[src/design/dsoc_pkg.sv]
// Constants shared by the oscillator control block and its helpers
package dsoc_pkg;

  // ==========================================================
  // Register port geometry
  localparam int          DSOC_ADDR_W   = 4;   // Register address width
  localparam int          DSOC_DATA_W   = 16;  // Register data width

  // ==========================================================
  // Register offsets
  localparam logic [3:0]  DSOC_TOSC_OFF = 4'h0; // tunable_osc_control
  localparam logic [3:0]  DSOC_SOSC_OFF = 4'h1; // Secondary osc control
  localparam logic [3:0]  DSOC_CFG_OFF  = 4'h2; // oscillator_config_word
  localparam logic [3:0]  DSOC_STAT_OFF = 4'h3; // Status, read only

  // ==========================================================
  // Field positions and masks
  localparam int          DSOC_KEEP_BIT = 13;  // Sleep-keep bit
  localparam int          DSOC_FSEL_LSB = 8;   // Frequency select low bit
  localparam int          DSOC_FSEL_MSB = 11;  // Frequency select high bit
  localparam int          DSOC_MAN_BIT  = 0;   // Manual start bit
  localparam int          DSOC_PIN_BIT  = 3;   // Pin function bit
  localparam logic [15:0] DSOC_TOSC_MSK = 16'h2F00; // Implemented bits
  localparam logic [15:0] DSOC_SOSC_MSK = 16'h0001; // Implemented bits
  localparam logic [15:0] DSOC_CFG_MSK  = 16'h0008; // Implemented bits

  // ==========================================================
  // Reset values
  localparam logic [15:0] DSOC_TOSC_RST = 16'h0700; // 8 MHz, no keep
  localparam logic [15:0] DSOC_SOSC_RST = 16'h0000; // Manual start off
  localparam logic [15:0] DSOC_CFG_RST  = 16'h0008; // Pins serve osc

  // ==========================================================
  // Frequency decode constants
  localparam logic [3:0]  DSOC_CODE_MAX = 4'h7;  // Last stepped code
  localparam logic [3:0]  DSOC_CODE_15  = 4'hE;  // 15 MHz code
  localparam logic [3:0]  DSOC_CODE_30  = 4'hF;  // 30 MHz code
  localparam logic [4:0]  DSOC_MHZ_15   = 5'h0F; // 15 MHz
  localparam logic [4:0]  DSOC_MHZ_30   = 5'h1E; // 30 MHz

  // ==========================================================
  // Timing
  localparam int          DSOC_CLK_MHZ  = 50;    // System clock rate
  localparam int          DSOC_START_MS = 1000;  // Start-up time, 1 second
  localparam int          DSOC_START_CYC = DSOC_START_MS * DSOC_CLK_MHZ
                                           * 1000; // Start-up in cycles
  localparam int          DSOC_CNT_W    = 26;    // Start-up counter width

  // ==========================================================
  // Secondary oscillator states
  typedef enum logic [1:0] {
    DSOC_OFF   = 2'b00,  // Oscillator stopped
    DSOC_START = 2'b01,  // Waiting out the start-up time
    DSOC_RUN   = 2'b10   // Clock valid
  } dsoc_state_t;

endpackage

[src/design/dsoc_if.sv]
// Internal carrier between the control core and its helpers
`timescale 1ns/1ns
`default_nettype none

interface dsoc_if;
  logic [3:0] freq_code;  // Frequency select code
  logic [4:0] freq_mhz;   // Decoded frequency in MHz
  logic       code_ok;    // Code is not reserved
  logic       tmr_run;    // Start-up timer runs
  logic       tmr_done;   // Start-up time elapsed

  modport core (output freq_code, output tmr_run,
                input freq_mhz, input code_ok, input tmr_done);
  modport dec  (input freq_code, output freq_mhz, output code_ok);
  modport tmr  (input tmr_run, output tmr_done);
endinterface

`default_nettype wire

[src/design/dsoc_ctrl.sv]
// Tunable and secondary oscillator control with register port
`timescale 1ns/1ns
`default_nettype none

module dsoc_ctrl import dsoc_pkg::*; #(
  parameter logic [25:0] START_CYC = 26'(DSOC_START_CYC) // Start-up wait
) (
  input  wire logic        sys_clk,        // System clock, 50 MHz
  input  wire logic        rst_n,          // Async reset, active low
  input  wire logic [3:0]  reg_addr,       // Register address
  input  wire logic [15:0] reg_wdata,      // Register write data
  input  wire logic        reg_wr,         // Write strobe
  input  wire logic        reg_rd,         // Read strobe
  output logic      [15:0] reg_rdata,      // Read data, next cycle
  input  wire logic        sleep_mode,     // Device is in sleep
  input  wire logic        rtc_clk_req,    // Real-time clock unit request
  input  wire logic        timer_clk_req,  // First timer unit request
  output logic             tosc_run,       // Tunable oscillator runs
  output logic      [4:0]  tosc_freq_mhz,  // Tunable frequency in MHz
  output logic             tosc_code_ok,   // Frequency code not reserved
  output logic             sosc_enable,    // Secondary oscillator on
  output logic             sosc_clk_valid, // Secondary clock usable
  output logic             pins_digital    // Osc pins serve digital I/O
);

  // ==========================================================
  // Declarations
  dsoc_if      link ();                  // Helper carrier
  logic [15:0] tosc_ctrl_reg;            // tunable_osc_control
  logic [15:0] sosc_ctrl_reg;            // Manual start register
  logic [15:0] osc_cfg_reg;              // oscillator_config_word
  logic        tunable_osc_sleep_keep;   // Keep running in sleep
  logic        secondary_osc_manual_on;  // Manual start
  logic        secondary_osc_pin_function; // Pins serve oscillator
  logic        any_req;                  // Some peripheral wants clock
  logic        sosc_enable_next;         // Next enable value
  logic        tosc_run_reg;             // Tunable run flop
  logic        sosc_enable_reg;          // Secondary enable flop
  logic        pins_digital_reg;         // Pin mode flop
  logic [15:0] rdata_reg;                // Read data flop
  logic [15:0] rdata_next;               // Read data mux
  logic [15:0] status_word;              // Live status view
  dsoc_state_t state_reg;                // Secondary osc state
  dsoc_state_t state_next;               // Next state

  // ==========================================================
  // Field views
  assign tunable_osc_sleep_keep     = tosc_ctrl_reg[DSOC_KEEP_BIT];
  assign secondary_osc_manual_on    = sosc_ctrl_reg[DSOC_MAN_BIT];
  assign secondary_osc_pin_function = osc_cfg_reg[DSOC_PIN_BIT];
  assign any_req                    = rtc_clk_req | timer_clk_req;

  // ==========================================================
  // Register writes; unimplemented bits are dropped on entry
  // Reserved frequency codes are stored as written; the decoder
  // flags them so software can see the mistake.
  always_ff @(posedge sys_clk or negedge rst_n) begin
    if (!rst_n) begin
      tosc_ctrl_reg <= DSOC_TOSC_RST;
      sosc_ctrl_reg <= DSOC_SOSC_RST;
      osc_cfg_reg   <= DSOC_CFG_RST;
    end else if (reg_wr) begin
      if (reg_addr == DSOC_TOSC_OFF) begin
        tosc_ctrl_reg <= reg_wdata & DSOC_TOSC_MSK;
      end else if (reg_addr == DSOC_SOSC_OFF) begin
        sosc_ctrl_reg <= reg_wdata & DSOC_SOSC_MSK;
      end else if (reg_addr == DSOC_CFG_OFF) begin
        osc_cfg_reg   <= reg_wdata & DSOC_CFG_MSK;
      end
    end
  end

  // ==========================================================
  // Status word: live state of both oscillators
  always_comb begin
    status_word       = 16'h0000;
    status_word[0]    = sosc_enable_reg;
    status_word[1]    = link.tmr_done;
    status_word[2]    = pins_digital_reg;
    status_word[3]    = tosc_run_reg;
    status_word[4]    = link.code_ok;
    status_word[12:8] = link.freq_mhz;
  end

  // ==========================================================
  // Read mux; unmapped addresses read as zero
  always_comb begin
    if (reg_addr == DSOC_TOSC_OFF) begin
      rdata_next = tosc_ctrl_reg;
    end else if (reg_addr == DSOC_SOSC_OFF) begin
      rdata_next = sosc_ctrl_reg;
    end else if (reg_addr == DSOC_CFG_OFF) begin
      rdata_next = osc_cfg_reg;
    end else if (reg_addr == DSOC_STAT_OFF) begin
      rdata_next = status_word;
    end else begin
      rdata_next = 16'h0000;
    end
  end

  // ==========================================================
  // Read data stand only in the cycle after the strobe
  always_ff @(posedge sys_clk or negedge rst_n) begin
    if (!rst_n) begin
      rdata_reg <= 16'h0000;
    end else if (reg_rd) begin
      rdata_reg <= rdata_next;
    end else begin
      rdata_reg <= 16'h0000;
    end
  end

  // ==========================================================
  // Tunable oscillator sleep behaviour
  // sleep keep or stop
  always_ff @(posedge sys_clk or negedge rst_n) begin
    if (!rst_n) begin
      tosc_run_reg <= 1'b1;
    end else begin
      tosc_run_reg <= !sleep_mode || tunable_osc_sleep_keep;
    end
  end

  // ==========================================================
  // Secondary oscillator enable
  // gated OR of sources
  assign sosc_enable_next = secondary_osc_pin_function
                            && (secondary_osc_manual_on || any_req);

  always_ff @(posedge sys_clk or negedge rst_n) begin
    if (!rst_n) begin
      sosc_enable_reg <= 1'b0;
    end else begin
      sosc_enable_reg <= sosc_enable_next;
    end
  end

  // ==========================================================
  // Pin function; digital whenever the oscillator owns no pins
  // release pins to digital
  always_ff @(posedge sys_clk or negedge rst_n) begin
    if (!rst_n) begin
      pins_digital_reg <= 1'b0;
    end else begin
      pins_digital_reg <= !secondary_osc_pin_function;
    end
  end

  // ==========================================================
  // Secondary oscillator state; tracks the start-up wait
  // valid after start-up
  always_comb begin
    state_next = state_reg;
    case (state_reg)
      DSOC_OFF: begin
        // Leave only once the enable flop has risen
        if (sosc_enable_reg) begin
          state_next = DSOC_START;
        end
      end
      DSOC_START: begin
        if (!sosc_enable_reg) begin
          state_next = DSOC_OFF;
        end else if (link.tmr_done) begin
          state_next = DSOC_RUN;
        end
      end
      DSOC_RUN: begin
        // A stop loses the clock; a restart waits again
        if (!sosc_enable_reg) begin
          state_next = DSOC_OFF;
        end
      end
      default: begin
        state_next = DSOC_OFF;
      end
    endcase
  end

  always_ff @(posedge sys_clk or negedge rst_n) begin
    if (!rst_n) begin
      state_reg <= DSOC_OFF;
    end else begin
      state_reg <= state_next;
    end
  end

  // ==========================================================
  // Helpers
  assign link.freq_code = tosc_ctrl_reg[DSOC_FSEL_MSB:DSOC_FSEL_LSB];
  assign link.tmr_run   = sosc_enable_reg;

  dsoc_freq_dec u_dec (
    .sys_clk (sys_clk),
    .rst_n   (rst_n),
    .bus     (link)
  );

  dsoc_start_tmr #(
    .LIMIT (START_CYC)
  ) u_tmr (
    .sys_clk (sys_clk),
    .rst_n   (rst_n),
    .bus     (link)
  );

  // ==========================================================
  // Outputs, each from a flop
  assign reg_rdata      = rdata_reg;
  assign tosc_run       = tosc_run_reg;
  assign tosc_freq_mhz  = link.freq_mhz;
  assign tosc_code_ok   = link.code_ok;
  assign sosc_enable    = sosc_enable_reg;
  assign sosc_clk_valid = link.tmr_done;
  assign pins_digital   = pins_digital_reg;

  // ==========================================================
  // Checks
  // stop in sleep
  chk_sleep_stop: assert property (@(posedge sys_clk)
    disable iff (!rst_n)
    sleep_mode && !tunable_osc_sleep_keep |=> !tosc_run)
    else $error("Tunable osc ran in sleep without keep");
  chk_sleep_keep: assert property (@(posedge sys_clk)
    disable iff (!rst_n)
    tunable_osc_sleep_keep |=> tosc_run)
    else $error("Tunable osc stopped despite keep");
  chk_auto_start: assert property (@(posedge sys_clk)
    disable iff (!rst_n)
    secondary_osc_pin_function && any_req |=> sosc_enable)
    else $error("Peripheral request did not start osc");
  chk_manual_hold: assert property (@(posedge sys_clk)
    disable iff (!rst_n)
    secondary_osc_pin_function && secondary_osc_manual_on
      |=> sosc_enable)
    else $error("Manual start did not run osc");
  chk_pin_gate: assert property (@(posedge sys_clk)
    disable iff (!rst_n)
    !secondary_osc_pin_function |=> !sosc_enable)
    else $error("Osc ran with pins in digital mode");
  chk_no_source: assert property (@(posedge sys_clk)
    disable iff (!rst_n)
    !any_req && !secondary_osc_manual_on |=> !sosc_enable)
    else $error("Osc enabled with no source");
  chk_pins_dig: assert property (@(posedge sys_clk)
    disable iff (!rst_n)
    !secondary_osc_pin_function |=> pins_digital ##0 !sosc_enable)
    else $error("Pins not released to digital");
  chk_pins_osc: assert property (@(posedge sys_clk)
    disable iff (!rst_n)
    secondary_osc_pin_function |=> !pins_digital)
    else $error("Pins left digital while osc owns them");
  chk_valid_wait: assert property (@(posedge sys_clk)
    disable iff (!rst_n)
    $rose(sosc_enable) |-> !sosc_clk_valid [*2])
    else $error("Clock valid too early");
  chk_valid_en: assert property (@(posedge sys_clk)
    disable iff (!rst_n)
    sosc_clk_valid |-> $past(sosc_enable))
    else $error("Clock valid while osc off");
  // a stop drops valid; the timer restarts from zero
  chk_valid_drop: assert property (@(posedge sys_clk)
    disable iff (!rst_n)
    !sosc_enable |=> !sosc_clk_valid)
    else $error("Clock valid outlived the enable");
  // reserved codes flagged, so software can spot misuse
  chk_code_flag: assert property (@(posedge sys_clk)
    disable iff (!rst_n)
    link.freq_code > DSOC_CODE_MAX && link.freq_code < DSOC_CODE_15
      |=> !tosc_code_ok)
    else $error("Reserved code not flagged");
  chk_read_late: assert property (@(posedge sys_clk)
    disable iff (!rst_n)
    reg_rd && reg_addr == DSOC_TOSC_OFF |=>
      reg_rdata == $past(tosc_ctrl_reg))
    else $error("Read data wrong or late");

  cov_valid:  cover property (@(posedge sys_clk) disable iff (!rst_n)
    $rose(sosc_clk_valid));
  cov_keep:   cover property (@(posedge sys_clk) disable iff (!rst_n)
    sleep_mode && tosc_run);
  cov_manual: cover property (@(posedge sys_clk) disable iff (!rst_n)
    secondary_osc_manual_on && !any_req && sosc_enable);
  cov_digital: cover property (@(posedge sys_clk) disable iff (!rst_n)
    pins_digital && any_req);

endmodule // dsoc_ctrl

`default_nettype wire

[src/design/dsoc_freq_dec.sv]
// Frequency select decoder for the tunable oscillator
`timescale 1ns/1ns
`default_nettype none

module dsoc_freq_dec import dsoc_pkg::*; (
  input  wire logic sys_clk,  // System clock
  input  wire logic rst_n,    // Asynchronous reset, active low
  dsoc_if.dec       bus       // Code in, frequency out
);

  // ==========================================================
  // Registered decode; reserved codes read as 0 MHz, not ok
  // code to frequency table
  always_ff @(posedge sys_clk or negedge rst_n) begin
    if (!rst_n) begin
      bus.freq_mhz <= 5'h08;
      bus.code_ok  <= 1'b1;
    end else if (bus.freq_code <= DSOC_CODE_MAX) begin
      // Stepped range, one MHz per code
      bus.freq_mhz <= {1'b0, bus.freq_code} + 5'h01;
      bus.code_ok  <= 1'b1;
    end else if (bus.freq_code == DSOC_CODE_15) begin
      bus.freq_mhz <= DSOC_MHZ_15;
      bus.code_ok  <= 1'b1;
    end else if (bus.freq_code == DSOC_CODE_30) begin
      bus.freq_mhz <= DSOC_MHZ_30;
      bus.code_ok  <= 1'b1;
    end else begin
      // Reserved code: no valid frequency
      bus.freq_mhz <= 5'h00;
      bus.code_ok  <= 1'b0;
    end
  end

  // ==========================================================
  // Checks
  // top code decode
  chk_code_thirty: assert property (@(posedge sys_clk)
    disable iff (!rst_n)
    bus.freq_code == DSOC_CODE_30 |=> bus.freq_mhz == DSOC_MHZ_30)
    else $error("30 MHz code decoded wrong");
  chk_code_step: assert property (@(posedge sys_clk)
    disable iff (!rst_n)
    bus.freq_code <= DSOC_CODE_MAX |=>
      bus.freq_mhz == {1'b0, $past(bus.freq_code)} + 5'h01)
    else $error("Stepped code decoded wrong");

endmodule // dsoc_freq_dec

`default_nettype wire

[src/design/dsoc_start_tmr.sv]
// Start-up interval timer for the secondary oscillator
`timescale 1ns/1ns
`default_nettype none

module dsoc_start_tmr import dsoc_pkg::*; #(
  parameter logic [25:0] LIMIT = 26'd50000000  // Cycles to wait
) (
  input  wire logic sys_clk,  // System clock
  input  wire logic rst_n,    // Asynchronous reset, active low
  dsoc_if.tmr       bus       // Run in, done out
);

  logic [DSOC_CNT_W-1:0] cnt_reg;  // Elapsed cycles while running

  // ==========================================================
  // Count while running; any stop restarts the full wait
  // start-up interval count
  always_ff @(posedge sys_clk or negedge rst_n) begin
    if (!rst_n) begin
      cnt_reg  <= '0;
      bus.tmr_done <= 1'b0;
    end else if (!bus.tmr_run) begin
      cnt_reg  <= '0;
      bus.tmr_done <= 1'b0;
    end else if (cnt_reg >= LIMIT - 26'd1) begin
      // Hold done until the oscillator is stopped
      bus.tmr_done <= 1'b1;
    end else begin
      cnt_reg  <= cnt_reg + 26'd1;
    end
  end

  // ==========================================================
  // Checks
  // done needs run
  chk_done_run: assert property (@(posedge sys_clk)
    disable iff (!rst_n)
    bus.tmr_done |-> $past(bus.tmr_run))
    else $error("Timer done without running");

endmodule // dsoc_start_tmr

`default_nettype wire
[config.mk]
export PLATFORM = sky130hd
export DESIGN_NAME = dsoc_ctrl
export DESIGN_NICKNAME = d
export VERILOG_FILES = /design/src/design/dsoc_pkg.sv /design/src/design/dsoc_if.sv /design/src/design/dsoc_ctrl.sv /design/src/design/dsoc_freq_dec.sv /design/src/design/dsoc_start_tmr.sv
export SDC_FILE = /design/constraint.sdc
export NUM_CORES = 1
export LEC_CHECK = 0
export BUFFER_PORTS_ARGS = -buffer_cell sky130_fd_sc_hd__buf_4
export CAP_MARGIN = 10
export CORE_UTILIZATION = 59
export DETAILED_ROUTE_END_ITERATION = 16
export HOLD_SLACK_MARGIN = 0.03
export MAX_ROUTING_LAYER = met4
export PLACE_DENSITY_LB_ADDON = 0.2
export SYNTH_ARGS = -nofsm -noshare
export SYNTH_HDL_FRONTEND = slang
export SYNTH_SLANG_ARGS = --single-unit
[constraint.sdc]
create_clock -name sys_clk -period 2.99 [get_ports sys_clk]
set_input_delay 0.299 -clock sys_clk [delete_from_list [all_inputs] [get_ports sys_clk]]
set_output_delay 0.299 -clock sys_clk [all_outputs]
set_load 0.005 [all_outputs]
Yosys cells after proc, flatten, opt, wreduce, memory -nomap -nowiden
Cells that the tools add are included.
{ "word_totals": {"ff_bits": 59, "inputBits": 27, "out_inout_bits": 26, "wordCells": 49} }
{ "op_classes": {"n_addsub": 2, "magnitude_cmp": 2, "eq_ne": 7, "mux": 15, "bitwise": 3, "reduce_logical": 9} }
{ "ops": {"columns": ["cell", "count"], "rows": [
  ["$mux 26", 2],
  ["$mux 13", 3],
  ["$add 26x1->26 const B", 1],
  ["$ge 26x26->1 const B", 1],
  ["$mux 16", 1],
  ["$mux 5", 3],
  ["$mux 14", 1],
  ["$eq 4x2->1 const B", 2],
  ["$eq 4x4->1 const B", 2],
  ["$add 4x1->5 const B", 1],
  ["$mux 1", 5],
  ["$eq 4x1->1 const B", 1],
  ["$le 4x3->1 const B", 1],
  ["$logic_not 4->1", 1],
  ["$reduce_and 4->1", 1],
  ["$reduce_and 3->1", 1],
  ["$logic_not 1->1", 2],
  ["$logic_or 1x1->1", 2],
  ["$ne 2x1->1 const B", 1],
  ["$ne 2x2->1 const B", 1],
  ["$not 1->1", 2],
  ["$reduce_and 2->1", 1],
  ["$logic_and 1x1->1", 1],
  ["$or 1x1->1", 1]
]} }

Longest topological paths before layout
Gate-level depths: netlist of the first run.
{ "logic_depth": {"ltp_word": 6, "mapped_depth": 8, "ltp_nobuf": 6} }

Modules after synthesis
Synthesis of the first run repeated with hierarchy kept, for this count alone.
{ "hier_totals": {"hier_cells": 250, "hier_area_um2": 2732.6} }
{ "modules_own_cells": {"columns": ["mod", "instances", "cells_per_inst", "area_per_inst_um2", "seq_area_each_um2"], "rows": [
  ["dsoc_start_tmr", 1, 163, 1582.8, 675.6],
  ["dsoc_ctrl", 1, 62, 864.6, 531.8],
  ["dsoc_freq_dec", 1, 25, 285.3, 152.6]
]} }

Worst setup path before layout of the first run
OpenSTA, ideal clock, no wires.
{ "synth_timing": {"path_kind": "flip-flop to flip-flop", "from": "register u_tmr.cnt_reg[0]", "to": "register u_tmr.cnt_reg[14]", "setup_ns": 0.080, "arrival_time_ns": 1.859, "required_time_ns": 2.910, "setup_slack_ns": 1.051, "path_stages_with_launch": 7, "path_buffers": 0, "synth_period_minus_slack_ns": 1.939, "path_cell_list": "dfrtp_1 -> ha_1 -> nand3_1 -> nor3_1 -> nand3_1 -> or4_1 -> a21oi_1"} }
{ "synth_via": {"elab_chain_cells": 3, "word_cells_on_any_way": 5, "cone_classes": "add/sub: 1; order compare: 1; eq/ne: 1; mux: 2"} }
{ "synth_lines": {"columns": ["item", "line", "text"], "rows": [
  ["start: declaration", "dsoc_start_tmr.sv:13", "logic [DSOC_CNT_W-1:0] cnt_reg;"],
  ["start signal: assignment", "dsoc_start_tmr.sv:29", "cnt_reg <= cnt_reg + 26'd1;"],
  ["$add 26x1->26", "dsoc_start_tmr.sv:29", null],
  ["$mux 26", "dsoc_start_tmr.sv:25", "end else if (cnt_reg >= LIMIT - 26'd1) begin"],
  ["$mux 26", "dsoc_start_tmr.sv:22", "end else if (!bus.tmr_run) begin"]
]} }
Several ways; a longest one is shown, not always the timed one. The select of a mux whose other input is x is not followed.
A chain may end at the register's enable or synchronous reset.

Worst setup path in the final report of the first run
{ "layout_timing": {"from": "register u_tmr.cnt_reg[0]", "to": "register u_tmr.cnt_reg[5]"} }
The elaborated chain is that of the path after synthesis.

==> results of run 1 <==
==> where the power goes <==
group,internal [W],switching [W]
sequential,0.000807,0.0000542
combinational,0.000113,0.000113
clock,0.000187,0.000226
==> cell usage in the layout (no fill, tap or decap), drive strengths merged, types with 8 or more instances in the layout <==
| cell | instances |
|---|---|
| buf | 42 |
| nand3 | 14 |
| or4 | 10 |
| nor2 | 15 |
| a21oi | 13 |
| o31ai | 10 |
| nand4 | 9 |
| nand2 | 20 |
| o21ai | 8 |
| dfrtp | 47 |
==> critical path: stages, from the launching register on <==
cell and delay, ns:
dfrtp_1 0.41, ha_1 0.18, nand3_1 0.22, o211a_1 0.31, nor3_2 0.54, buf_4 0.35, nor4_1 0.09, mux2i_1 0.16
==> routing by layer <==
layer  share of wire, %  up-vias  global-route usage (%)
met5                  0        -                       -
met3                4.6        5                   5.428
met4                1.4        0                   8.854
met1                 44     1005                   30.23
met2                 50       56                   39.83
li1                   -      994                       -
==> worst max-delay path by stage <==
stage / startpoint / end / slack [ns] / depth (start not counted)
5_1_grt: u_tmr.cnt_reg[0] / u_tmr.cnt_reg[6] / 0.41 / 7
2_1_floorplan: u_tmr.cnt_reg[0] / u_tmr.cnt_reg[14] / 1.05 / 6
3_5_place_dp: u_tmr.cnt_reg[0] / u_tmr.cnt_reg[5] / 0.65 / 7
6_report: u_tmr.cnt_reg[0] / u_tmr.cnt_reg[5] / 0.60 / 7
3_3_place_gp: u_tmr.cnt_reg[0] / u_tmr.cnt_reg[4] / 0.68 / 7
4_1_cts: u_tmr.cnt_reg[0] / u_tmr.cnt_reg[5] / 0.63 / 7
==> layout make-up <==
| cell class | count | area, um2 | area share (%) |
|---|---|---|---|
| Clock buffer | 7 | 86.33 | 2.861 |
| Multi-Input combinational cell | 182 | 1170 | 38.76 |
| Clock inverter | 1 | 5.005 | 0.1658 |
| Inverter | 5 | 18.77 | 0.6219 |
| Timing Repair Buffer | 42 | 315.3 | 10.45 |
| Sequential cell | 54 | 1360 | 45.07 |
| Tap cell | 50 | 62.56 | 2.073 |
==> per-stage QoR <==
stage | setup WS (ns) | utilization (%) | std cells
after global placement | 0.6825 | 71.12 | 333
after global routing | 0.4143 | 73.34 | 341
after floorplan | 1.051 | - | 256
after detailed placement | 0.6470 | 71.12 | 333
after CTS | 0.6265 | 73.34 | 341
final | 0.5957 | 73.34 | 341
==> kinds of logic after synthesis <==
kind of cell / share of synthesized area (%)
AOI/OAI and AO/OA: 12.41
xor gates and xnor gates: 1.677
adders and majority gates: 1.438
buffers and inverters: 3.881
DFF: 52.08
muxes: 5.702
other: 0.1436
and+or+nand+nor: 22.66
==> impl_metrics.json, run 1 <==
{
  "synth_top_cell_by_area": "dfrtp_1",
  "syn-mean-instance-area_um2": 10.36,
  "synth_cell_type_count": 44,
  "dpl_cell_area_mm2": 0.002927,
  "cap_violations": 0,
  "dr.pass1.iters": 4,
  "final-setup-viol-count": 0,
  "place.gp.congestion": 0.8299,
  "worstReg2RegEnd": "u_tmr.cnt_reg[5]",
  "drc": 0,
  "timing.setup.tns_ns": 0,
  "min_period_ns": 2.394,
  "crit_fanout": 19,
  "htreeDepth": 2,
  "ant_nets": 0,
  "period_share_pct": 80.08,
  "die_w_um": 68.53,
  "grt_pass1_vias": 1815,
  "synthTopCellsByCount": "dfrtp_1, nand2_1, nor2_1",
  "crit_required_ns": 3.18,
  "row_count": 23,
  "r2r_start": "u_tmr.cnt_reg[0]",
  "synthArstFlopShare_pct": 100.0,
  "max_freq_ghz": 0.4177,
  "fill_cells": 289,
  "synth_ff_type": "dfrtp_1",
  "die-height_um": 68.53,
  "postCtsSetupBuffers": 0,
  "detail_route.iter0.violations": 149,
  "maxSlewViolCount": 0,
  "dp_hpwl_mm": 3.371,
  "routedWlPerCell_um": 14.67,
  "ys_seq_area_share_pct": 52.08,
  "final_area_mm2": 0.003018,
  "grt_pass1_wl_mm": 8.190,
  "final_nets": 320,
  "dieArea_mm2": 0.004696,
  "hold_violations": 0,
  "start_util_pct": 63.45,
  "io_pins": 53,
  "p_per_area_mw_per_mm2": 497.0,
  "cts_root_buf": "clkbuf_8",
  "min_path_type": "input port to asynchronous set/reset pin",
  "clk_latency_ns": 0.31,
  "drive_above_1_share_pct": 22.68,
  "ctsHoldBuffers": 0,
  "outcome": "finished clean",
  "cts.path.max_buffers": 2,
  "grt_usage_pct": 24.59,
  "largest_reg_flops": 26,
  "gr-total-overflow": 0,
  "core-area_mm2": 0.004115,
  "peakVddDrop_uv": 304.7,
  "drt-total-wl_mm": 5.003,
  "syn_inst": 252,
  "clk_pin_slew_worst_paths_ns": 0.09,
  "grt_max_degree": 55,
  "syn_to_final_growth_pct": 15.57,
  "crit_path_end_kind": "flop",
  "post_cts_resized": 0,
  "skew_ns": 0.005326,
  "synth-seq-cells": 54,
  "holdWs_ns": 0.01842,
  "r2r_cells": 7,
  "finalPower_w": 0.001500,
  "rsz0062_at_grt": "no",
  "arrival_ns": 2.58,
  "synthTopCellsByArea": "dfrtp_1, dfstp_2, mux2_2",
  "io_buffers": 38,
  "worstSetupStartpointType": "flop",
  "antenna_found_initial": 0,
  "worstMarginPinSlew_ns": 0.9830,
  "yosys_warnings": 0,
  "cts_tree": "built",
  "vias_per_cell": 6.041,
  "slew_headroom_pct": 34.47,
  "num_vias": 2060,
  "synth_area_mm2": 0.002611,
  "timing_worst_setup_path_type": "flop to flop",
  "p_leak_nw": 1.334,
  "regToRegSetupSlack_ns": 0.60,
  "cts_made_buffers": 5,
  "synth_top_area_share_pct": 45.04,
  "diodes": 0,
  "synth_most_common_cell": "dfrtp_1",
  "synth_edf_count": 0,
  "clock_sinks": 54
}
(Power assumes the default switching activity.)
==> run 2: changes to the inputs <==
CORE_UTILIZATION = 54   (was 59)
clock period = 2.5 ns   (was 2.99 ns; I/O delays follow)
==> run 2 against run 1 <==
  * Count of clock-buffer cells in the layout shrank 1
  * Non-clock buffer count is 3 higher
  * Flip-flop and latch count stayed put
  * Hold slack better by 0.050 ns
  * Maximum frequency increased by 6.8%
  * Setup slack lost 0.34 ns
  * First-iteration DRC count down 24%
  * Die area grew 9.0%
  * Critical path type unchanged
  * Largest cell class unchanged
==> impl_metrics.json, run 2 (synthesis gave the netlist of run 1 again) <==
{
  "outcome": "finished clean",
  "die-height_um": 71.54,
  "grt_pass1_vias": 1894,
  "dr.pass1.iters": 4,
  "dp_hpwl_mm": 3.321,
  "final_common_cell": "dfrtp_1",
  "clk_latency_ns": 0.31,
  "die_w_um": 71.54,
  "max_freq_ghz": 0.4459,
  "peakVddDrop_uv": 502.9,
  "gr-total-overflow": 0,
  "r2r_cells": 5,
  "holdWs_ns": 0.06839,
  "min_path_type": "input port to flop",
  "worstSetupStartpointType": "flop",
  "clk_pin_slew_worst_paths_ns": 0.09,
  "clock_sinks": 54,
  "grt_max_degree": 55,
  "io_pins": 53,
  "p_switching_w": 0.0004704,
  "core-area_mm2": 0.004504,
  "min_period_ns": 2.243,
  "ant_nets": 0,
  "hold_violations": 0,
  "start_util_pct": 57.97,
  "grt_usage_pct": 21.44,
  "cap_violations": 0,
  "dpl_cell_area_mm2": 0.002944,
  "cts_tree": "built",
  "pre_cts_ws_ns": 0.3121,
  "crit_required_ns": 2.72,
  "final-setup-viol-count": 0,
  "crit_fanout": 28,
  "path_cells": "and4_4 > a22o_1 > a31o_1 > or4_1 > a21oi_1",
  "final_cell_mix": "dfrtp_1, buf_4, nand2_1",
  "syn_to_final_growth_pct": 17.39,
  "skew_ns": 0.006306,
  "worstReg2RegEnd": "u_tmr.cnt_reg[8]",
  "slowest_stage": "or4_1",
  "vias_per_cell": 5.928,
  "detail_route.iter0.violations": 113,
  "setup_slack_ns": 0.2572,
  "slew_headroom_pct": 40.74,
  "largest_reg_flops": 26,
  "cts_root_buf": "clkbuf_8",
  "crit_path_end_kind": "flop",
  "antenna_found_initial": 0,
  "fin_util_pct": 68.06,
  "switching_share_pct": 25.14,
  "routedWlPerCell_um": 13.95,
  "hold_depth": 2,
  "regToRegSetupSlack_ns": 0.26,
  "drc": 0,
  "power_frac_comb_pct": 14.3,
  "row_count": 24,
  "num_vias": 2051,
  "place.gp.congestion": 0.8609,
  "cts_made_buffers": 5,
  "final_nets": 323,
  "post_cts_resized": 0,
  "hold_start": "sleep_mode",
  "worstMarginPinSlew_ns": 0.8889,
  "cts.path.max_buffers": 2,
  "p_per_area_mw_per_mm2": 610.4,
  "arrival_ns": 2.46,
  "dieArea_mm2": 0.005118,
  "postCtsSetupBuffers": 0,
  "io_buffers": 38,
  "p_leak_nw": 1.356,
  "drive_above_1_share_pct": 23.13,
  "seqPwrFrac_pct": 55.0,
  "max_stage_delay_ns": 0.61,
  "r2r_start": "u_tmr.cnt_reg[20]",
  "maxSlewViolCount": 0,
  "diodes": 0,
  "clkPwrFrac_pct": 30.7,
  "internal-power_w": 0.001401,
  "timing_worst_setup_path_type": "flop to flop",
  "rsz0062_at_grt": "no",
  "htreeDepth": 2,
  "period_share_pct": 89.71,
  "grt_pass1_wl_mm": 8.390,
  "drt-total-wl_mm": 4.827,
  "timing.setup.tns_ns": 0,
  "final_area_mm2": 0.003065,
  "hold_path_end": "tosc_run"
}
-- run 2: cell types whose count changed in the layout (fill, tap and decap cells not counted) --
cell           change
buf_4              +2
bufinv_16          +1
clkbuf_8           -1
clkinv_2           -1
clkinv_4           +1
dlygate4sd3_1      +1
-- run 2: power groups by stage --
stage	Combinational, W	Clock (W)	Sequential, W
after global routing	0.000302	0.000618	0.00104
after floorplan	0.000144	0	0.00103
after detailed placement	0.000272	0	0.00105
final	0.000268	0.000575	0.00103
after CTS	0.000274	0.000599	0.00103
after global placement	0.000264	0	0.00104
-- run 2: cell type report --
| type | count | area (um2) |
|---|---|---|
| clock buffer | 6 | 72.57 |
| tap | 52 | 65.06 |
| fill | 378 | 1439 |
| clock inverter | 2 | 38.79 |
| multi-input combinational | 182 | 1170 |
| sequential | 54 | 1360 |
| inverter | 5 | 18.77 |
| timing repair buffer | 45 | 340.3 |
-- run 2: per-stage QoR --
stage / std cells / total power (W)
after floorplan: 256 / 0.001178
after global placement: 337 / 0.001305
after detailed placement: 337 / 0.001317
after CTS: 346 / 0.001901
after global routing: 346 / 0.001961
final: 346 / 0.001871
-- run 2: worst max path at each step --
stage / startpoint / endpoint / slack, ns / cells after the start
detailed placement: u_tmr.cnt_reg[20] / u_tmr.cnt_reg[8] / 0.31 / 5
finish: u_tmr.cnt_reg[20] / u_tmr.cnt_reg[8] / 0.26 / 5
CTS: u_tmr.cnt_reg[20] / u_tmr.cnt_reg[8] / 0.29 / 5
floorplan: u_tmr.cnt_reg[0] / u_tmr.cnt_reg[14] / 0.56 / 6
global route: u_tmr.cnt_reg[20] / u_tmr.cnt_reg[8] / 0.11 / 5
global placement: u_tmr.cnt_reg[20] / u_tmr.cnt_reg[8] / 0.36 / 5
-- run 2: worst max-delay path: cells and delay by family (launching register included) --
family | cells | cell delay [ns]
compound gates | 3 | 0.85
flops | 1 | 0.45
simple gates | 2 | 0.84
-- run 2: layer usage --
layer / wire, um / up-vias / global-route usage (%)
met4: 52 / 0 / 7.407
li1: - / 1004 / -
met1: 2256 / 1004 / 27.95
met5: 0 / - / -
met3: 171 / 4 / 4.782
met2: 2347 / 39 / 33.44
-- run 2: repair_timing --
action,in CTS,in global routing
hold buffers,1,0
endpoints found under the hold margin,47,0
setup endpoints to repair,0,0
==> run 3: changes to the inputs <==
CAP_MARGIN = default   (was 10)
clock period = 2.22 ns   (was 2.5 ns; I/O delays follow)
==> run 3 against run 2 <==
  * Count of clock-buffer cells in the layout is the same
  * Clock power grew 1%
  * Critical path depth rose by 2
  * Combinational power is 15% higher
  * Hold slack improved by 0.056 ns
  * Via count increased by 1.5%
  * Final area up 0.82%
  * Total power increased by 9.4%
  * Non-clock buffer count grew 3
  * Setup slack worse by 0.12 ns
  * Largest cell class unchanged
==> impl_metrics.json, run 3 (synthesis gave the netlist of run 1 again) <==
{
  "cts_tree": "built",
  "dr.pass1.iters": 4,
  "place_inst": 339,
  "path_buf_inv": 1,
  "cts_made_buffers": 5,
  "die_w_um": 71.54,
  "gr-total-overflow": 0,
  "final-setup-viol-count": 0,
  "max_freq_ghz": 0.4801,
  "ant_nets": 0,
  "crit_required_ns": 2.44,
  "p_leak_nw": 1.366,
  "io_buffers": 38,
  "dp_hpwl_mm": 3.507,
  "clkPwrFrac_pct": 28.4,
  "grt_pass1_wl_mm": 8.749,
  "cts_root_buf": "clkbuf_8",
  "dieArea_mm2": 0.005118,
  "cp_top_family": "simple AND/OR/NAND/NOR gates",
  "routedWlPerCell_um": 14.32,
  "place.gp.congestion": 0.8646,
  "seqPwrFrac_pct": 56.5,
  "clk_latency_ns": 0.30,
  "internal-power_w": 0.001498,
  "period_share_pct": 93.82,
  "crit_path_end_kind": "flop",
  "max_stage_delay_ns": 0.48,
  "worstSetupStartpointType": "flop",
  "drt-total-wl_mm": 4.998,
  "fin_cells": 349,
  "slew_headroom_pct": 55.80,
  "rsz0062_at_grt": "no",
  "clk_pin_slew_worst_paths_ns": 0.09,
  "postCtsSetupBuffers": 0,
  "final_common_cell": "dfrtp_1",
  "worstMarginPinSlew_ns": 0.6630,
  "clock_sinks": 54,
  "die-height_um": 71.54,
  "drive_above_1_share_pct": 23.91,
  "vias_per_cell": 5.966,
  "largest_reg_flops": 26,
  "final_cell_mix": "dfrtp_1, buf_4, nand2_1",
  "path_cells": "ha_1 > nand3_1 > o211a_1 > nor3_2 > buf_4 > or4_1 > a21oi_1",
  "switching_share_pct": 26.83,
  "htreeDepth": 2,
  "timing_worst_setup_path_type": "flop to flop",
  "grt_max_degree": 55,
  "skew_ns": 0.002011,
  "syn_to_final_growth_pct": 18.35,
  "timing.setup.tns_ns": 0,
  "hold_violations": 0,
  "core-area_mm2": 0.004504,
  "arrival_ns": 2.30,
  "maxSlewViolCount": 0,
  "diodes": 0,
  "cts.path.max_buffers": 2,
  "drc": 0,
  "power_frac_comb_pct": 15.1,
  "min_path_type": "input port to flop",
  "p_switching_w": 0.0005491,
  "grt_usage_pct": 22.29,
  "outcome": "finished clean",
  "cap_violations": 0,
  "io_pins": 53,
  "p_per_area_mw_per_mm2": 662.3,
  "antenna_found_initial": 0,
  "final_nets": 326,
  "min_period_ns": 2.083,
  "peakVddDrop_uv": 421.3,
  "grt_pass1_vias": 1921,
  "crit_fanout": 15,
  "detail_route.iter0.violations": 127,
  "num_vias": 2082,
  "start_util_pct": 57.97,
  "slowest_stage": "or4_1",
  "row_count": 24
}
-- run 3: changes by cell type in the layout (fill, tap and decap cells not counted), sizes merged --
| cell | before | now |
|---|---|---|
| inv | 4 | 5 |
| buf | 44 | 46 |
| dlygate4sd3 | 1 | 2 |
| bufinv | 1 | 0 |
| clkinv | 2 | 1 |
| clkinvlp | 0 | 1 |
-- run 3: final cells by class --
| class | instances | area [um2] |
|---|---|---|
| Fill cell | 346 | 1414 |
| Sequential cell | 54 | 1360 |
| Multi-Input combinational cell | 182 | 1170 |
| Timing Repair Buffer | 48 | 377.9 |
| Clock buffer | 6 | 82.58 |
| Tap cell | 52 | 65.06 |
| Inverter | 5 | 18.77 |
| Clock inverter | 2 | 16.27 |
-- run 3: routing by layer --
metal / up-vias / share of wire, % / wire, um / global-route usage, %
met5: - / 0 / 0 / -
met4: 0 / 0.92 / 46 / 4.793
met3: 6 / 4.3 / 213 / 4.782
met2: 49 / 51 / 2552 / 38.62
met1: 1018 / 44 / 2186 / 27.02
li1: 1009 / - / - / -
-- run 3: worst paths after layout --
kind	cells after the start	endpoint	slack, ns	startpoint
hold / removal	3	sosc_enable	0.12	rtc_clk_req
hold reg to reg	1	reg_rdata[12]	0.49	u_dec.bus.freq_mhz[4]
setup reg to reg	7	u_tmr.cnt_reg[14]	0.14	u_tmr.cnt_reg[0]
max in group asynchronous	2	reg_rdata[13]	1.30	rst_n
setup / recovery	7	u_tmr.cnt_reg[14]	0.14	u_tmr.cnt_reg[0]
min in group asynchronous	2	reg_rdata[12]	0.48	rst_n
-- run 3: timing repair --
item | 4_1_cts | 5_1_grt
gates resized for setup | 0 | 0
hold buffers | 2 | 0
hold endpoints to repair | 48 | 0
endpoints found under the setup margin | 0 | 0
-- run 3: worst reg2reg max path, cell delays in order (launching register included) --
cell	delay [ns]
dfrtp_1	0.43
ha_1	0.23
nand3_1	0.23
o211a_1	0.22
nor3_2	0.05
buf_4	0.19
or4_1	0.48
a21oi_1	0.17
-- run 3: through the flow --
stage,hold slack [ns],utilization [%],cell area [um2],power (W),worst slack (ns)
6_report,0.1242,68.61,3090,0.002047,0.1373
5_1_grt,0.1264,68.61,3090,0.002153,0.0008917
4_1_cts,0.1190,68.61,3090,0.002074,0.1310
3_5_place_dp,0.2997,65.97,2972,0.001489,0.1795
3_3_place_gp,0.3039,65.97,2972,0.001470,0.2427
2_1_floorplan,-0.07359,-,2626,0.001326,0.2809
-- run 3: power groups by stage --
stage	Combinational (W)	Sequential [W]	Clock [W]
2_1_floorplan	0.000162	0.00116	0
4_1_cts	0.000314	0.00116	0.000602
5_1_grt	0.000345	0.00117	0.000635
3_3_place_gp	0.000297	0.00117	0
6_report	0.000309	0.00116	0.000581
3_5_place_dp	0.000311	0.00118	0
